==> src/hdl/trap_vec_params.svh <==
`ifndef TRAP_VEC_PARAMS_SVH
`define TRAP_VEC_PARAMS_SVH

// Register byte offsets on the AXI4-Lite bus.
`define OFS_TRAP_FLAGS    12'h000
`define OFS_IRQ_STATUS    12'h004
`define OFS_IRQ_MASK      12'h008
`define OFS_CORE_STATUS   12'h00C
`define OFS_SRC_BASE_PAGE 4'h1

// Peripheral sources: source i owns trap number SRC_FIRST_TRAP + i.
`define NUM_SOURCES       56
`define SRC_FIRST_TRAP    7'h10

// Fixed trap numbers.
`define TRAP_RESET        7'h00
`define TRAP_NMI          7'h02
`define TRAP_STACK_OVER   7'h04
`define TRAP_STACK_UNDER  7'h06
`define TRAP_CLASS_B      7'h0A

// Source control word fields.
`define CTL_LVL_LSB       0
`define CTL_LVL_MSB       3
`define CTL_EN_BIT        6
`define CTL_REQ_BIT       7

// Trap flag bit positions.
`define TF_NMI            0
`define TF_STACK_OVER     1
`define TF_STACK_UNDER    2
`define TF_CLASS_B_LSB    3
`define NUM_TRAP_FLAGS    8

// Interrupt status bit positions.
`define IS_CLASS_A        0
`define IS_CLASS_B        1
`define IS_RESET_FN       2
`define IS_SW_TRAP        3
`define NUM_IRQ_BITS      4

// Trap service priorities and reset values.
`define PRIO_NONE         2'h0
`define PRIO_CLASS_B      2'h1
`define PRIO_CLASS_A      2'h2
`define RST_IRQ_MASK      4'h0
`define RST_LEVEL         4'h0
`define TRAP_LEVEL        4'hF

// AXI responses.
`define RESP_OKAY         2'h0
`define RESP_SLVERR       2'h2

`endif

==> src/hdl/trap_vec_pkg.sv <==
package trap_vec_pkg;

	typedef enum logic [1:0] {
		EVT_RESET  = 2'b00,
		EVT_TRAP   = 2'b01,
		EVT_SWTRAP = 2'b10,
		EVT_INT    = 2'b11
	} evt_kind_e;

	// Exception strobes from the core, one cycle each.
	typedef struct packed {
		logic stack_overflow_flag;
		logic stack_underflow_flag;
		logic undefined_opcode_flag;
		logic protected_instruction_fault_flag;
		logic illegal_operand_access_flag;
		logic illegal_instruction_access_flag;
		logic illegal_bus_access_flag;
	} hw_trap_s;

	// Vectoring order handed to the core.
	typedef struct packed {
		evt_kind_e   kind;
		logic [6:0]  num;
		logic [8:0]  vector;
		logic [3:0]  level;
		logic [5:0]  src;
	} evt_s;

endpackage

==> src/hdl/interrupt_trap_vectoring.sv <==
// Functional notes
// - Each source has request flag, enable flag, vector location and trap number.
// - Sources vector per the map, e.g. trap 46h at 118h, 20h at 80h.
// - Run-time exceptions raise hardware traps independent of request flags.
// - Hardware traps cannot be masked and branch to their own vector.
// - Every hardware trap sets its own bit in the trap flag register.
// - A hardware trap preempts anything except a pending reset or a trap service of equal or higher priority.
// - Standard interrupts and transfers do not break into a trap service.
// - NMI 08h/02h, stack overflow 10h/04h, stack underflow 18h/06h.
// - All class B traps share 28h/0Ah; flags tell the cause apart.
// - Hardware reset, software reset and watchdog overflow go to 0000h/00h.
// - Software trap takes any number 00h-7Fh, keeps current CPU priority.
// - Software sets one of sixteen priority levels per source.
// - A service is interrupted only by a strictly higher priority request.
`timescale 1ns/10ps
`include "trap_vec_params.svh"

module interrupt_trap_vectoring
	import trap_vec_pkg::*;
#(
	parameter int NSRC = `NUM_SOURCES
) (
	input  wire logic              aclk,
	input  wire logic              aresetn,
	input  wire logic [11:0]       s_axi_awaddr,
	input  wire logic              s_axi_awvalid,
	output logic                   s_axi_awready,
	input  wire logic [31:0]       s_axi_wdata,
	input  wire logic [3:0]        s_axi_wstrb,
	input  wire logic              s_axi_wvalid,
	output logic                   s_axi_wready,
	output logic [1:0]             s_axi_bresp,
	output logic                   s_axi_bvalid,
	input  wire logic              s_axi_bready,
	input  wire logic [11:0]       s_axi_araddr,
	input  wire logic              s_axi_arvalid,
	output logic                   s_axi_arready,
	output logic [31:0]            s_axi_rdata,
	output logic [1:0]             s_axi_rresp,
	output logic                   s_axi_rvalid,
	input  wire logic              s_axi_rready,
	input  wire logic [NSRC-1:0]   src_req,
	input  wire logic              nmi_pin_n,
	input  wire hw_trap_s          hw_trap,
	input  wire logic              sw_reset,
	input  wire logic              wdt_overflow,
	input  wire logic              sw_trap_valid,
	input  wire logic [6:0]        sw_trap_num,
	input  wire logic [3:0]        cpu_prio,
	input  wire logic              trap_done,
	output logic                   evt_valid,
	output evt_s                   evt,
	input  wire logic              evt_ack,
	output logic                   irq
);

	logic [3:0]                    lvl_r [NSRC];
	logic [3:0]                    lvl_nxt [NSRC];
	logic [NSRC-1:0]               en_r, en_nxt;
	logic [NSRC-1:0]               req_r, req_nxt;
	logic [`NUM_TRAP_FLAGS-1:0]    trap_flag_register_r;
	logic [`NUM_TRAP_FLAGS-1:0]    trap_flag_register_nxt;
	logic [`NUM_TRAP_FLAGS-1:0]    tpend_r, tpend_nxt;
	logic [`NUM_IRQ_BITS-1:0]      stat_r, stat_nxt;
	logic [`NUM_IRQ_BITS-1:0]      mask_r, mask_nxt;
	logic [1:0]                    tact_r, tact_nxt;
	logic                          rst_pend_r, rst_pend_nxt;
	logic                          swt_pend_r, swt_pend_nxt;
	logic [6:0]                    swt_num_r, swt_num_nxt;
	logic [2:0]                    nmi_s_r, nmi_s_nxt;
	logic                          nmi_lvl_r, nmi_lvl_nxt;
	logic                          evt_valid_r, evt_valid_nxt;
	evt_s                          evt_r, evt_nxt;
	logic                          aw_got_r, aw_got_nxt;
	logic                          w_got_r, w_got_nxt;
	logic [11:0]                   awaddr_r, awaddr_nxt;
	logic [31:0]                   wdata_r, wdata_nxt;
	logic                          wlane_r, wlane_nxt;
	logic                          bvalid_r, bvalid_nxt;
	logic [1:0]                    bresp_r, bresp_nxt;
	logic                          rvalid_r, rvalid_nxt;
	logic [31:0]                   rdata_r, rdata_nxt;
	logic [1:0]                    rresp_r, rresp_nxt;
	logic [`NUM_TRAP_FLAGS-1:0]    hw_set;
	logic                          nmi_evt;
	logic                          wr_do;
	logic                          rd_do;

	// Returns the source index behind an address, or NSRC when unmapped.
	function automatic int src_sel(input logic [11:0] a);
		int s;
		s = NSRC;
		if (a[11:8] == `OFS_SRC_BASE_PAGE && int'(a[7:2]) < NSRC) begin
			s = int'(a[7:2]);
		end
		return s;
	endfunction

	// Service priority of a trap flag: class A above class B.
	function automatic logic [1:0] trap_prio(input int i);
		return (i < `TF_CLASS_B_LSB) ? `PRIO_CLASS_A : `PRIO_CLASS_B;
	endfunction

	function automatic logic [6:0] trap_num(input int i);
		logic [6:0] n;
		case (i)
			`TF_NMI:   n = `TRAP_NMI;
			`TF_STACK_OVER: n = `TRAP_STACK_OVER;
			`TF_STACK_UNDER: n = `TRAP_STACK_UNDER;
			default:   n = `TRAP_CLASS_B;
		endcase
		return n;
	endfunction

	// Vector location is the trap number times four.
	function automatic logic [8:0] vec_of(input logic [6:0] n);
		return {n, 2'b00};
	endfunction

	assign s_axi_awready = ~aw_got_r & ~bvalid_r;
	assign s_axi_wready  = ~w_got_r & ~bvalid_r;
	assign s_axi_arready = ~rvalid_r;
	assign s_axi_bvalid  = bvalid_r;
	assign s_axi_bresp   = bresp_r;
	assign s_axi_rvalid  = rvalid_r;
	assign s_axi_rdata   = rdata_r;
	assign s_axi_rresp   = rresp_r;
	assign evt_valid     = evt_valid_r;
	assign evt           = evt_r;
	assign irq           = |(stat_r & mask_r);
	assign wr_do         = aw_got_r & w_got_r & ~bvalid_r;
	assign rd_do         = s_axi_arvalid & ~rvalid_r;

	// The pin passes three flops; a change counts once stages two and
	// three agree, which also rejects a single-cycle glitch.
	assign nmi_evt = nmi_lvl_r & (nmi_s_r[1] == nmi_s_r[2]) & ~nmi_s_r[1];
	assign hw_set  = {hw_trap.illegal_bus_access_flag,
		hw_trap.illegal_instruction_access_flag,
		hw_trap.illegal_operand_access_flag,
		hw_trap.protected_instruction_fault_flag,
		hw_trap.undefined_opcode_flag,
		hw_trap.stack_underflow_flag,
		hw_trap.stack_overflow_flag,
		nmi_evt};

	always_comb begin
		int   sel;
		int   best;
		int   tsel;
		logic [3:0] best_lvl;
		sel = 0;
		best = NSRC;
		tsel = `NUM_TRAP_FLAGS;
		best_lvl = cpu_prio;
		lvl_nxt = lvl_r;
		en_nxt = en_r;
		req_nxt = req_r;
		trap_flag_register_nxt = trap_flag_register_r;
		tpend_nxt = tpend_r;
		stat_nxt = stat_r;
		mask_nxt = mask_r;
		tact_nxt = tact_r;
		rst_pend_nxt = rst_pend_r;
		swt_pend_nxt = swt_pend_r;
		swt_num_nxt = swt_num_r;
		evt_valid_nxt = evt_valid_r;
		evt_nxt = evt_r;
		aw_got_nxt = aw_got_r;
		w_got_nxt = w_got_r;
		awaddr_nxt = awaddr_r;
		wdata_nxt = wdata_r;
		wlane_nxt = wlane_r;
		bvalid_nxt = bvalid_r;
		bresp_nxt = bresp_r;
		rvalid_nxt = rvalid_r;
		rdata_nxt = rdata_r;
		rresp_nxt = rresp_r;
		nmi_s_nxt = {nmi_s_r[1:0], nmi_pin_n};
		nmi_lvl_nxt = (nmi_s_r[1] == nmi_s_r[2]) ? nmi_s_r[1] : nmi_lvl_r;

		// Highest enabled level strictly above the CPU level wins; ties go
		// to the lower trap number.
		for (int i = 0; i < NSRC; i++) begin
			if (req_r[i] && en_r[i] && lvl_r[i] > best_lvl) begin
				best_lvl = lvl_r[i];
				best = i;
			end
		end
		for (int i = `NUM_TRAP_FLAGS - 1; i >= 0; i--) begin
			if (tpend_r[i] && trap_prio(i) > tact_r) begin
				tsel = i;
			end
		end

		if (trap_done) begin
			tact_nxt = `PRIO_NONE;
		end

		// The order is held until taken, so the core sees stable data.
		if (!evt_valid_r) begin
			if (rst_pend_r) begin
				evt_valid_nxt = 1'b1;
				evt_nxt = '{EVT_RESET, `TRAP_RESET, vec_of(`TRAP_RESET),
					`RST_LEVEL, 6'h00};
			end else if (tsel < `NUM_TRAP_FLAGS) begin
				evt_valid_nxt = 1'b1;
				evt_nxt = '{EVT_TRAP, trap_num(tsel), vec_of(trap_num(tsel)),
					`TRAP_LEVEL, 6'(tsel)};
			end else if (swt_pend_r) begin
				evt_valid_nxt = 1'b1;
				evt_nxt = '{EVT_SWTRAP, swt_num_r, vec_of(swt_num_r),
					cpu_prio, 6'h00};
			end else if (best < NSRC && tact_r == `PRIO_NONE) begin
				evt_valid_nxt = 1'b1;
				evt_nxt = '{EVT_INT, 7'(int'(`SRC_FIRST_TRAP) + best),
					vec_of(7'(int'(`SRC_FIRST_TRAP) + best)),
					best_lvl, 6'(best)};
			end
		end else if (evt_ack) begin
			evt_valid_nxt = 1'b0;
			case (evt_r.kind)
				EVT_RESET: begin
					rst_pend_nxt = 1'b0;
					tact_nxt = `PRIO_NONE;
				end
				EVT_TRAP: begin
					tact_nxt = trap_prio(int'(evt_r.src));
					if (evt_r.src < 6'(`TF_CLASS_B_LSB)) begin
						tpend_nxt[evt_r.src[2:0]] = 1'b0;
					end else begin
						tpend_nxt[`NUM_TRAP_FLAGS-1:`TF_CLASS_B_LSB] = '0;
					end
				end
				EVT_SWTRAP: swt_pend_nxt = 1'b0;
				EVT_INT: req_nxt[evt_r.src] = 1'b0;
				default: evt_valid_nxt = 1'b0;
			endcase
		end

		// Write path: address and data may arrive in either order.
		if (s_axi_awvalid && s_axi_awready) begin
			aw_got_nxt = 1'b1;
			awaddr_nxt = s_axi_awaddr;
		end
		if (s_axi_wvalid && s_axi_wready) begin
			w_got_nxt = 1'b1;
			wdata_nxt = s_axi_wdata;
			wlane_nxt = s_axi_wstrb[0];
		end
		if (wr_do) begin
			aw_got_nxt = 1'b0;
			w_got_nxt = 1'b0;
			bvalid_nxt = 1'b1;
			bresp_nxt = `RESP_OKAY;
			sel = src_sel(awaddr_r);
			if (sel < NSRC) begin
				if (wlane_r) begin
					lvl_nxt[sel] = wdata_r[`CTL_LVL_MSB:`CTL_LVL_LSB];
					en_nxt[sel] = wdata_r[`CTL_EN_BIT];
					req_nxt[sel] = wdata_r[`CTL_REQ_BIT];
				end
			end else if (awaddr_r == `OFS_TRAP_FLAGS) begin
				if (wlane_r) begin
					trap_flag_register_nxt = trap_flag_register_r &
						~wdata_r[`NUM_TRAP_FLAGS-1:0];
				end
			end else if (awaddr_r == `OFS_IRQ_MASK) begin
				if (wlane_r) begin
					mask_nxt = wdata_r[`NUM_IRQ_BITS-1:0];
				end
			end else if (awaddr_r != `OFS_IRQ_STATUS &&
				awaddr_r != `OFS_CORE_STATUS) begin
				bresp_nxt = `RESP_SLVERR;
			end
		end else if (bvalid_r && s_axi_bready) begin
			bvalid_nxt = 1'b0;
		end

		// Read path; reading the status word clears it.
		if (rd_do) begin
			rvalid_nxt = 1'b1;
			rresp_nxt = `RESP_OKAY;
			rdata_nxt = 32'h0000_0000;
			sel = src_sel(s_axi_araddr);
			if (sel < NSRC) begin
				rdata_nxt[`CTL_LVL_MSB:`CTL_LVL_LSB] = lvl_r[sel];
				rdata_nxt[`CTL_EN_BIT] = en_r[sel];
				rdata_nxt[`CTL_REQ_BIT] = req_r[sel];
			end else begin
				case (s_axi_araddr)
					`OFS_TRAP_FLAGS:
						rdata_nxt[`NUM_TRAP_FLAGS-1:0] = trap_flag_register_r;
					`OFS_IRQ_STATUS: begin
						rdata_nxt[`NUM_IRQ_BITS-1:0] = stat_r;
						stat_nxt = '0;
					end
					`OFS_IRQ_MASK:
						rdata_nxt[`NUM_IRQ_BITS-1:0] = mask_r;
					`OFS_CORE_STATUS:
						rdata_nxt[4:0] = {swt_pend_r, evt_valid_r, tact_r,
							rst_pend_r};
					default: rresp_nxt = `RESP_SLVERR;
				endcase
			end
		end else if (rvalid_r && s_axi_rready) begin
			rvalid_nxt = 1'b0;
		end

		// Hardware sets come last so they win over any clear this cycle.
		req_nxt = req_nxt | src_req;
		trap_flag_register_nxt = trap_flag_register_nxt | hw_set;
		tpend_nxt = tpend_nxt | hw_set;
		if (sw_reset || wdt_overflow) begin
			rst_pend_nxt = 1'b1;
			stat_nxt[`IS_RESET_FN] = 1'b1;
		end
		if (sw_trap_valid) begin
			swt_pend_nxt = 1'b1;
			swt_num_nxt = sw_trap_num;
			stat_nxt[`IS_SW_TRAP] = 1'b1;
		end
		if (|hw_set[`TF_STACK_UNDER:`TF_NMI]) begin
			stat_nxt[`IS_CLASS_A] = 1'b1;
		end
		if (|hw_set[`NUM_TRAP_FLAGS-1:`TF_CLASS_B_LSB]) begin
			stat_nxt[`IS_CLASS_B] = 1'b1;
		end
	end

	always_ff @(posedge aclk) begin
		if (!aresetn) begin
			for (int i = 0; i < NSRC; i++) begin
				lvl_r[i] <= `RST_LEVEL;
			end
			en_r <= '0;
			req_r <= '0;
			trap_flag_register_r <= '0;
			tpend_r <= '0;
			stat_r <= '0;
			mask_r <= `RST_IRQ_MASK;
			tact_r <= `PRIO_NONE;
			rst_pend_r <= 1'b1;
			swt_pend_r <= 1'b0;
			swt_num_r <= 7'h00;
			nmi_s_r <= 3'h7;
			nmi_lvl_r <= 1'b1;
			evt_valid_r <= 1'b0;
			evt_r <= '0;
			aw_got_r <= 1'b0;
			w_got_r <= 1'b0;
			awaddr_r <= 12'h000;
			wdata_r <= 32'h0000_0000;
			wlane_r <= 1'b0;
			bvalid_r <= 1'b0;
			bresp_r <= `RESP_OKAY;
			rvalid_r <= 1'b0;
			rdata_r <= 32'h0000_0000;
			rresp_r <= `RESP_OKAY;
		end else begin
			lvl_r <= lvl_nxt;
			en_r <= en_nxt;
			req_r <= req_nxt;
			trap_flag_register_r <= trap_flag_register_nxt;
			tpend_r <= tpend_nxt;
			stat_r <= stat_nxt;
			mask_r <= mask_nxt;
			tact_r <= tact_nxt;
			rst_pend_r <= rst_pend_nxt;
			swt_pend_r <= swt_pend_nxt;
			swt_num_r <= swt_num_nxt;
			nmi_s_r <= nmi_s_nxt;
			nmi_lvl_r <= nmi_lvl_nxt;
			evt_valid_r <= evt_valid_nxt;
			evt_r <= evt_nxt;
			aw_got_r <= aw_got_nxt;
			w_got_r <= w_got_nxt;
			awaddr_r <= awaddr_nxt;
			wdata_r <= wdata_nxt;
			wlane_r <= wlane_nxt;
			bvalid_r <= bvalid_nxt;
			bresp_r <= bresp_nxt;
			rvalid_r <= rvalid_nxt;
			rdata_r <= rdata_nxt;
			rresp_r <= rresp_nxt;
		end
	end

endmodule

==> config.mk <==
export PLATFORM = sky130hd
export DESIGN_NAME = interrupt_trap_vectoring
export DESIGN_NICKNAME = d
export VERILOG_FILES = /design/src/hdl/trap_vec_pkg.sv /design/src/hdl/interrupt_trap_vectoring.sv
export VERILOG_INCLUDE_DIRS = /design/src /design/src/hdl
export SDC_FILE = /design/constraint.sdc
export NUM_CORES = 2
export LEC_CHECK = 0
export BUFFER_PORTS_ARGS = -buffer_cell sky130_fd_sc_hd__buf_2
export CAP_MARGIN = 40
export CORE_MARGIN = 8
export CORE_UTILIZATION = 63
export CTS_CLUSTER_DIAMETER = 40
export CTS_CLUSTER_SIZE = 30
export DETAILED_ROUTE_END_ITERATION = 8
export PLACE_DENSITY = 0.88
export SYNTH_ARGS = -nofsm -noshare
export SYNTH_HDL_FRONTEND = slang
export SYNTH_SLANG_ARGS = --single-unit
==> constraint.sdc <==
create_clock -name aclk -period 111.9 [get_ports aclk]
set_input_delay 0 -clock aclk [delete_from_list [all_inputs] [get_ports aclk]]
set_output_delay 0 -clock aclk [all_outputs]
set_load 0.1 [all_outputs]
Yosys cells after proc, flatten, opt, wreduce, memory -nomap -nowiden
Cells that the tools add are included.
Operators by class
  add/sub/neg operators: 1
  $lt $le $gt $ge: 76
  equal/unequal tests: 18
  multiplexer cells: 202
  bitwise logic cells: 28
  reduce and logical (&&, ||, !) cells: 167
Operator list (count)
  two-way mux 32 bit: 64
  two-way mux 56 bit: 6
  two-way mux 4 bit: 64
  bitwise mux 224 bit: 1
  greater-than comparator 4 bit: 56
  logical AND 1 bit: 132
  bitwise mux 56 bit: 2
  two-way mux 28 bit: 4
  less-than comparator 32 x 7 -> 1 bit (second input constant): 3
  greater-or-equal comparator 32 x 7 -> 1 bit (second input constant): 2
  less-than comparator 32 x 8 -> 1 bit (second input constant): 2
  inverter 32 bit: 2
  bitwise AND 56 bit: 1
  two-way mux 8 bit: 7
  inverter 56 bit: 1
  OR 56 bit: 1
  == test 12 x 4 -> 1 bit (second input constant): 3
  == test 32 x 1 -> 1 bit (second input constant): 1
  == test 32 x 2 -> 1 bit (second input constant): 1
  greater-or-equal comparator 32 x 1 -> 1 bit (second input constant): 1
  logical NOT 32 bit: 1
  less-than comparator 32 x 1 -> 1 bit (second input constant): 1
  less-than comparator 32 x 5 -> 1 bit (second input constant): 1
  nonzero test 2 bit: 13
  49 further kinds: 122
Storage, ports and cells
  register bits: 441
  input bits: 147
  output and inout port bits: 71
  word-level logic and storage cells: 579

Logic depth before layout (Yosys ltp)
  word-level depth: 175
  gate-level depth with buffers: 501
  depth with buffers taken out: 487

Worst setup path after synthesis
Ideal clock, no wire load.
  path type: reg2reg
  start: reg lvl_r[223] (netlist bit)
  end: reg evt_r, in the netlist evt[24]
  arrival time: 84.437 ns
  required time: 111.830 ns
  slack: 27.394 ns
  cell stages (with the launch flop): 448
  buffers on the path: 13
  cells stage by stage: dfxtp_1 -> ha_1 -> nand4_1 -> nand3_1 -> a21oi_1 -> nor2_1 -> a21oi_1 -> ha_1 -> nor2b_1 -> o41a_1 -> o221a_1 -> o31ai_1 -> and2_1 -> buf_6 -> mux2_2 -> ha_1 -> nor2b_1 -> or2_0 -> (+412 left out) -> o211ai_1 -> nand3_1 -> mux2_2 -> ha_1 -> nor2b_1 -> o21a_1 -> o21a_1 -> o2111a_1 -> a31oi_2 -> nand4_1 -> nor2_1 -> inv_1 -> ha_1 -> and4b_1 -> and3_1 -> a211o_1 -> or4_1 -> a21oi_1
On the way
  word-level cells in the longest chain between the ends: 173
  elaborated cells on any way between the ends: 232
  classes of those cells: add/sub (1); order compare (57); mux (115); reduce/logical (59)
RTL lines
  start, declared: line interrupt_trap_vectoring.sv:57  | logic [3:0] lvl_r [NSRC];
  start signal, assigned by index: line interrupt_trap_vectoring.sv:333  | lvl_r[i] <= `RST_LEVEL;
  start signal, assigned: line interrupt_trap_vectoring.sv:360  | lvl_r <= lvl_nxt;
  greater-than comparator 4 bit: line interrupt_trap_vectoring.sv:184  | if (req_r[i] && en_r[i] && lvl_r[i] > best_lvl) begin
  logical AND 1 bit: line interrupt_trap_vectoring.sv:184
  two-way mux 4 bit: line interrupt_trap_vectoring.sv:184
  greater-than comparator 4 bit: line interrupt_trap_vectoring.sv:184
  logical AND 1 bit: line interrupt_trap_vectoring.sv:184
  two-way mux 4 bit: line interrupt_trap_vectoring.sv:184
  greater-than comparator 4 bit: line interrupt_trap_vectoring.sv:184
  logical AND 1 bit: line interrupt_trap_vectoring.sv:184
  (+153 left out)
  two-way mux 4 bit: line interrupt_trap_vectoring.sv:184
  greater-than comparator 4 bit: line interrupt_trap_vectoring.sv:184
  logical AND 1 bit: line interrupt_trap_vectoring.sv:184
  two-way mux 4 bit: line interrupt_trap_vectoring.sv:184
  greater-than comparator 4 bit: line interrupt_trap_vectoring.sv:184
  logical AND 1 bit: line interrupt_trap_vectoring.sv:184
  two-way mux 32 bit (*): line interrupt_trap_vectoring.sv:184
  branches (longest 5 deep; another with less-than comparator 32 x 7 -> 1 bit)
  end signal, assigned: line interrupt_trap_vectoring.sv:374  | evt_r <= evt_nxt;
  end, declared: line interrupt_trap_vectoring.sv:73  | evt_s evt_r, evt_nxt;
Mark *: on every way between the ends. The select of a mux whose other input is x is not followed.
A chain may end at the register's enable or synchronous reset.

Final worst setup path
  start: reg lvl_r[221] (netlist bit)
  end: reg evt_r, in the netlist evt[7]
On the way
  word-level cells in the longest chain between the ends: 172
  elaborated cells on any way between the ends: 232
  classes of those cells: order compare (57); mux (116); reduce/logical (59)
RTL lines
  greater-than comparator 4 bit: line interrupt_trap_vectoring.sv:184
  logical AND 1 bit: line interrupt_trap_vectoring.sv:184
  two-way mux 4 bit: line interrupt_trap_vectoring.sv:184
  greater-than comparator 4 bit: line interrupt_trap_vectoring.sv:184
  logical AND 1 bit: line interrupt_trap_vectoring.sv:184
  two-way mux 4 bit: line interrupt_trap_vectoring.sv:184
  greater-than comparator 4 bit: line interrupt_trap_vectoring.sv:184
  logical AND 1 bit: line interrupt_trap_vectoring.sv:184
  (+156 left out)
  two-way mux 4 bit: line interrupt_trap_vectoring.sv:184
  greater-than comparator 4 bit: line interrupt_trap_vectoring.sv:184
  logical AND 1 bit: line interrupt_trap_vectoring.sv:184
  two-way mux 32 bit or two-way mux 4 bit (tied branches): line interrupt_trap_vectoring.sv:184
  less-than comparator 32 x 7 -> 1 bit or two-way mux 28 bit (tied branches): line interrupt_trap_vectoring.sv:213  | end else if (best < NSRC && tact_r == `PRIO_NONE) begin
  logical AND 1 bit (no line) or two-way mux 28 bit (tied branches)
  nonzero test 4 bit (no line) or two-way mux 28 bit (tied branches)
  AND reduction 2 bit (no line) or two-way mux 28 bit (tied branches)
Several ways; a longest one is shown, not always the timed one. The select of a mux whose other input is x is not followed.

==> results.ini <==
[status]
status=complete, no violations

[setup_path]
path_common_cell=ha_1
critPathMaxFanout=11
cpMaxStageDelayCell=o41ai_4
critPathRequiredTime_ns=112.48
start_kind=flop
path_class=flop to flop
arrival_ns=99.68
cp_slowest_stage_delay_ns=0.71
cp_num_buf_inv=30
critPathCaptureType=flop
cp_top_family=compound AO/OA/AOI/OAI gates
ff2ff_setup_slack_ns=12.80

[global_route]
grt_pass1_vias=35051
grt.total_usage_pct=37.9
grt_remaining_overflow=0
antenna_found_initial=2
grt_max_degree=213
grt_first_pass_wirelength_mm=192

[detailed_routing]
dr.pass1.iters=8
drtAntennaViolNets=0
detail_route.vias_per_cell=6.76
vias=37218
routedWlPerCell_um=22.8
first_iter_violations=4800
wirelength_mm=126
drc=0

[clocking]
cts_setup_buffers=0
cts.path.max_buffers=3
cts.reportedPaths.clkPinSlew_ns=0.06
clock_latency_ns=0.65
cts_root_buf=clkbuf_16
cts.sinks=430
cts_htree_levels=3
cts_resized=0
cts_tree=done
cts_buffers=79

[synthesis]
syn_area_per_cell_sq_um=7.43
yosysUniqueCellTypes=154
yosys_most_used_dff=dfxtp_1
synthArstFlopShare_pct=0
ys_ff_latch=430
synthCells=4589
synth_top_area_share_pct=25.3
seq_area_frac_synth_pct=25.3
synth-edff-count=0
netlist_area_sq_um=34100
yosysTopAreaCell=dfxtp_1
yosys_warnings=0
synthTopCellsByArea=dfxtp_1 25%, mux2i_1 8.6%, nor2_1 7.6%

[floorplan]
die_w_um=249
io_pins=218
die-area_sq_um=61800
coreArea_sq_um=53700
placementRows=85
die_height_um=249
start_util_pct=63.5

[place]
dpl.cell_count=5217
dp_hpwl_mm=84.1
gp_congestion=1.03
portBuffers=162
placed_area_sq_um=34800
pre_cts_slack_ns=15.49

[timing]
drv_slew=0
tightestPinTransition_ns=1.19
setup-tns-final_ns=0
hold_viol_final=0
setup_viol=0
slew-limit-headroom_pct=21.0
min_period_over_period_pct=88.6
post-route-worst-setup-slack_ns=12.80
rsz0062_at_grt=false
fmax_mhz=10.1
period_needed_ns=99.10
skew_ns=0.0440

[worst_hold_path]
hp-class=primary input to flop

[finish]
syn2layout_area_growth_pct=14.2
post-route-util_pct=72.5
drive_gt1_share_pct=11.5
fin_cells=5507
design_area_sq_um=38900
nNetsFinal=5030

[flow_run]
cap_violations=0

[power]
powerDensity_nw_per_um2=12.4
power_leakage_nw=15.5
ir_worst_vdd_mv=0.0140

==> worst register-to-register path: cells and delay by family, from the launching register on <==
family | cells | cell delay [ns]
AOI/OAI and AO/OA | 173 | 38.60
buffers and inverters | 30 | 2.88
muxes | 47 | 16.05
DFF | 1 | 0.48
and+or+nand+nor | 126 | 22.96
adders and majority gates | 65 | 18.12
==> power breakdown <==
part | switching (mW) | internal [mW]
Combinational | 0.0456 | 0.0240
Clock | 0.0937 | 0.158
Sequential | 0.00396 | 0.156
Total | 0.143 | 0.339
==> sequential cells by signal (all words and copies together) (netlist names), 2 cells and up <==
register,cells
tpend_r,8
tact_r,2
lvl_r,224
en_r,56
evt,19
s_axi_rdata,8
trap_flag_register_r,8
awaddr_r,12
nmi_s_r,3
mask_r,4
req_r,56
wdata_r,8
swt_num_r,7
stat_r,4
==> per-layer routing <==
layer / vias up / global-route usage (%) / share of wire (%)
met4: 4 / 24.8 / 7.5
met1: 17111 / 45.8 / 37
li1: 16766 / - / -
met2: 2674 / 58.0 / 43
met5: - / 0 / 0.023
met3: 663 / 11.7 / 13
==> cells in the final DEF (no fill, tap or decap), drive strengths merged, types with 73 or more instances in the layout <==
cell,n
o211ai,81
inv,252
a211oi,116
mux2i,297
clkbuf,95
nor3,73
a31oi,91
ha,143
dfxtp,430
nand3,191
nand2,604
dlygate4sd3,138
nor2,694
a21oi,278
o21ai,252
buf,198
==> cells by family (layout without fill, tap and decap cells) <==
family,after synthesis,in the layout,synth area share [%]
simple gates,1889,1889,25.0
buf+inv,526,717,7.14
other cells,1,32,0.0110
flops,430,430,25.3
xor+xnor,54,54,1.39
mux,367,367,11.6
compound gates,1166,1166,24.0
fa+ha+maj,156,156,5.63
==> what timing repair did <==
action,in CTS,in global routing
hold endpoints to repair,139,0
endpoints found under the setup margin,0,0
hold buffers,138,0
==> worst paths after layout <==
check,startpoint,endpoint,cells after the start
worst min-delay path,s_axi_awvalid,aw_got_r,4
worst min register to register,nmi_s_r[0],nmi_s_r[1],1
worst max register to register,lvl_r[221],evt[7],441
worst max-delay path,lvl_r[221],evt[7],441
==> stage by stage <==
step / hold WS, ns / total power [mW]
after floorplan: 0.0990 / 0.209
after global placement: 0.184 / 0.223
after detailed placement: 0.185 / 0.225
after CTS: 0.00151 / 0.478
after global routing: 0.0797 / 0.493
final: 0.107 / 0.482
==> synthesized netlist by cell type, drive strengths merged (15+ instances only) <==
| library cell | count |
|---|---|
| a211o | 15 |
| a211oi | 116 |
| a21o | 32 |
| a21oi | 278 |
| a311oi | 24 |
| a31oi | 91 |
| and2 | 41 |
| and3 | 50 |
| buf | 126 |
| clkbuf | 167 |
| dfxtp | 430 |
| ha | 143 |
| inv | 233 |
| mux2 | 58 |
| mux2i | 297 |
| nand2 | 604 |
| nand2b | 22 |
| nand3 | 191 |
| nand4 | 41 |
| nor2 | 694 |
| nor2b | 18 |
| nor3 | 73 |
| nor3b | 19 |
| nor4 | 17 |
| o2111ai | 21 |
| o211a | 20 |
| o211ai | 81 |
| o21a | 25 |
| o21ai | 252 |
| o31ai | 17 |
| or2 | 28 |
| or3 | 29 |
| xnor2 | 36 |
| xor2 | 18 |
==> final cells by class <==
| cell class | count | area [sq um] |
|---|---|---|
| diodes | 4 | 10.0 |
| flip-flops and latches | 430 | 8620 |
| fillers | 4064 | 14800 |
| repair buffers | 336 | 2570 |
| inverters | 233 | 882 |
| well taps | 696 | 871 |
| multi-input cells | 3660 | 23200 |
| clock inverters | 53 | 676 |
| clock buffers | 95 | 2100 |
(Power assumes the default switching activity.)
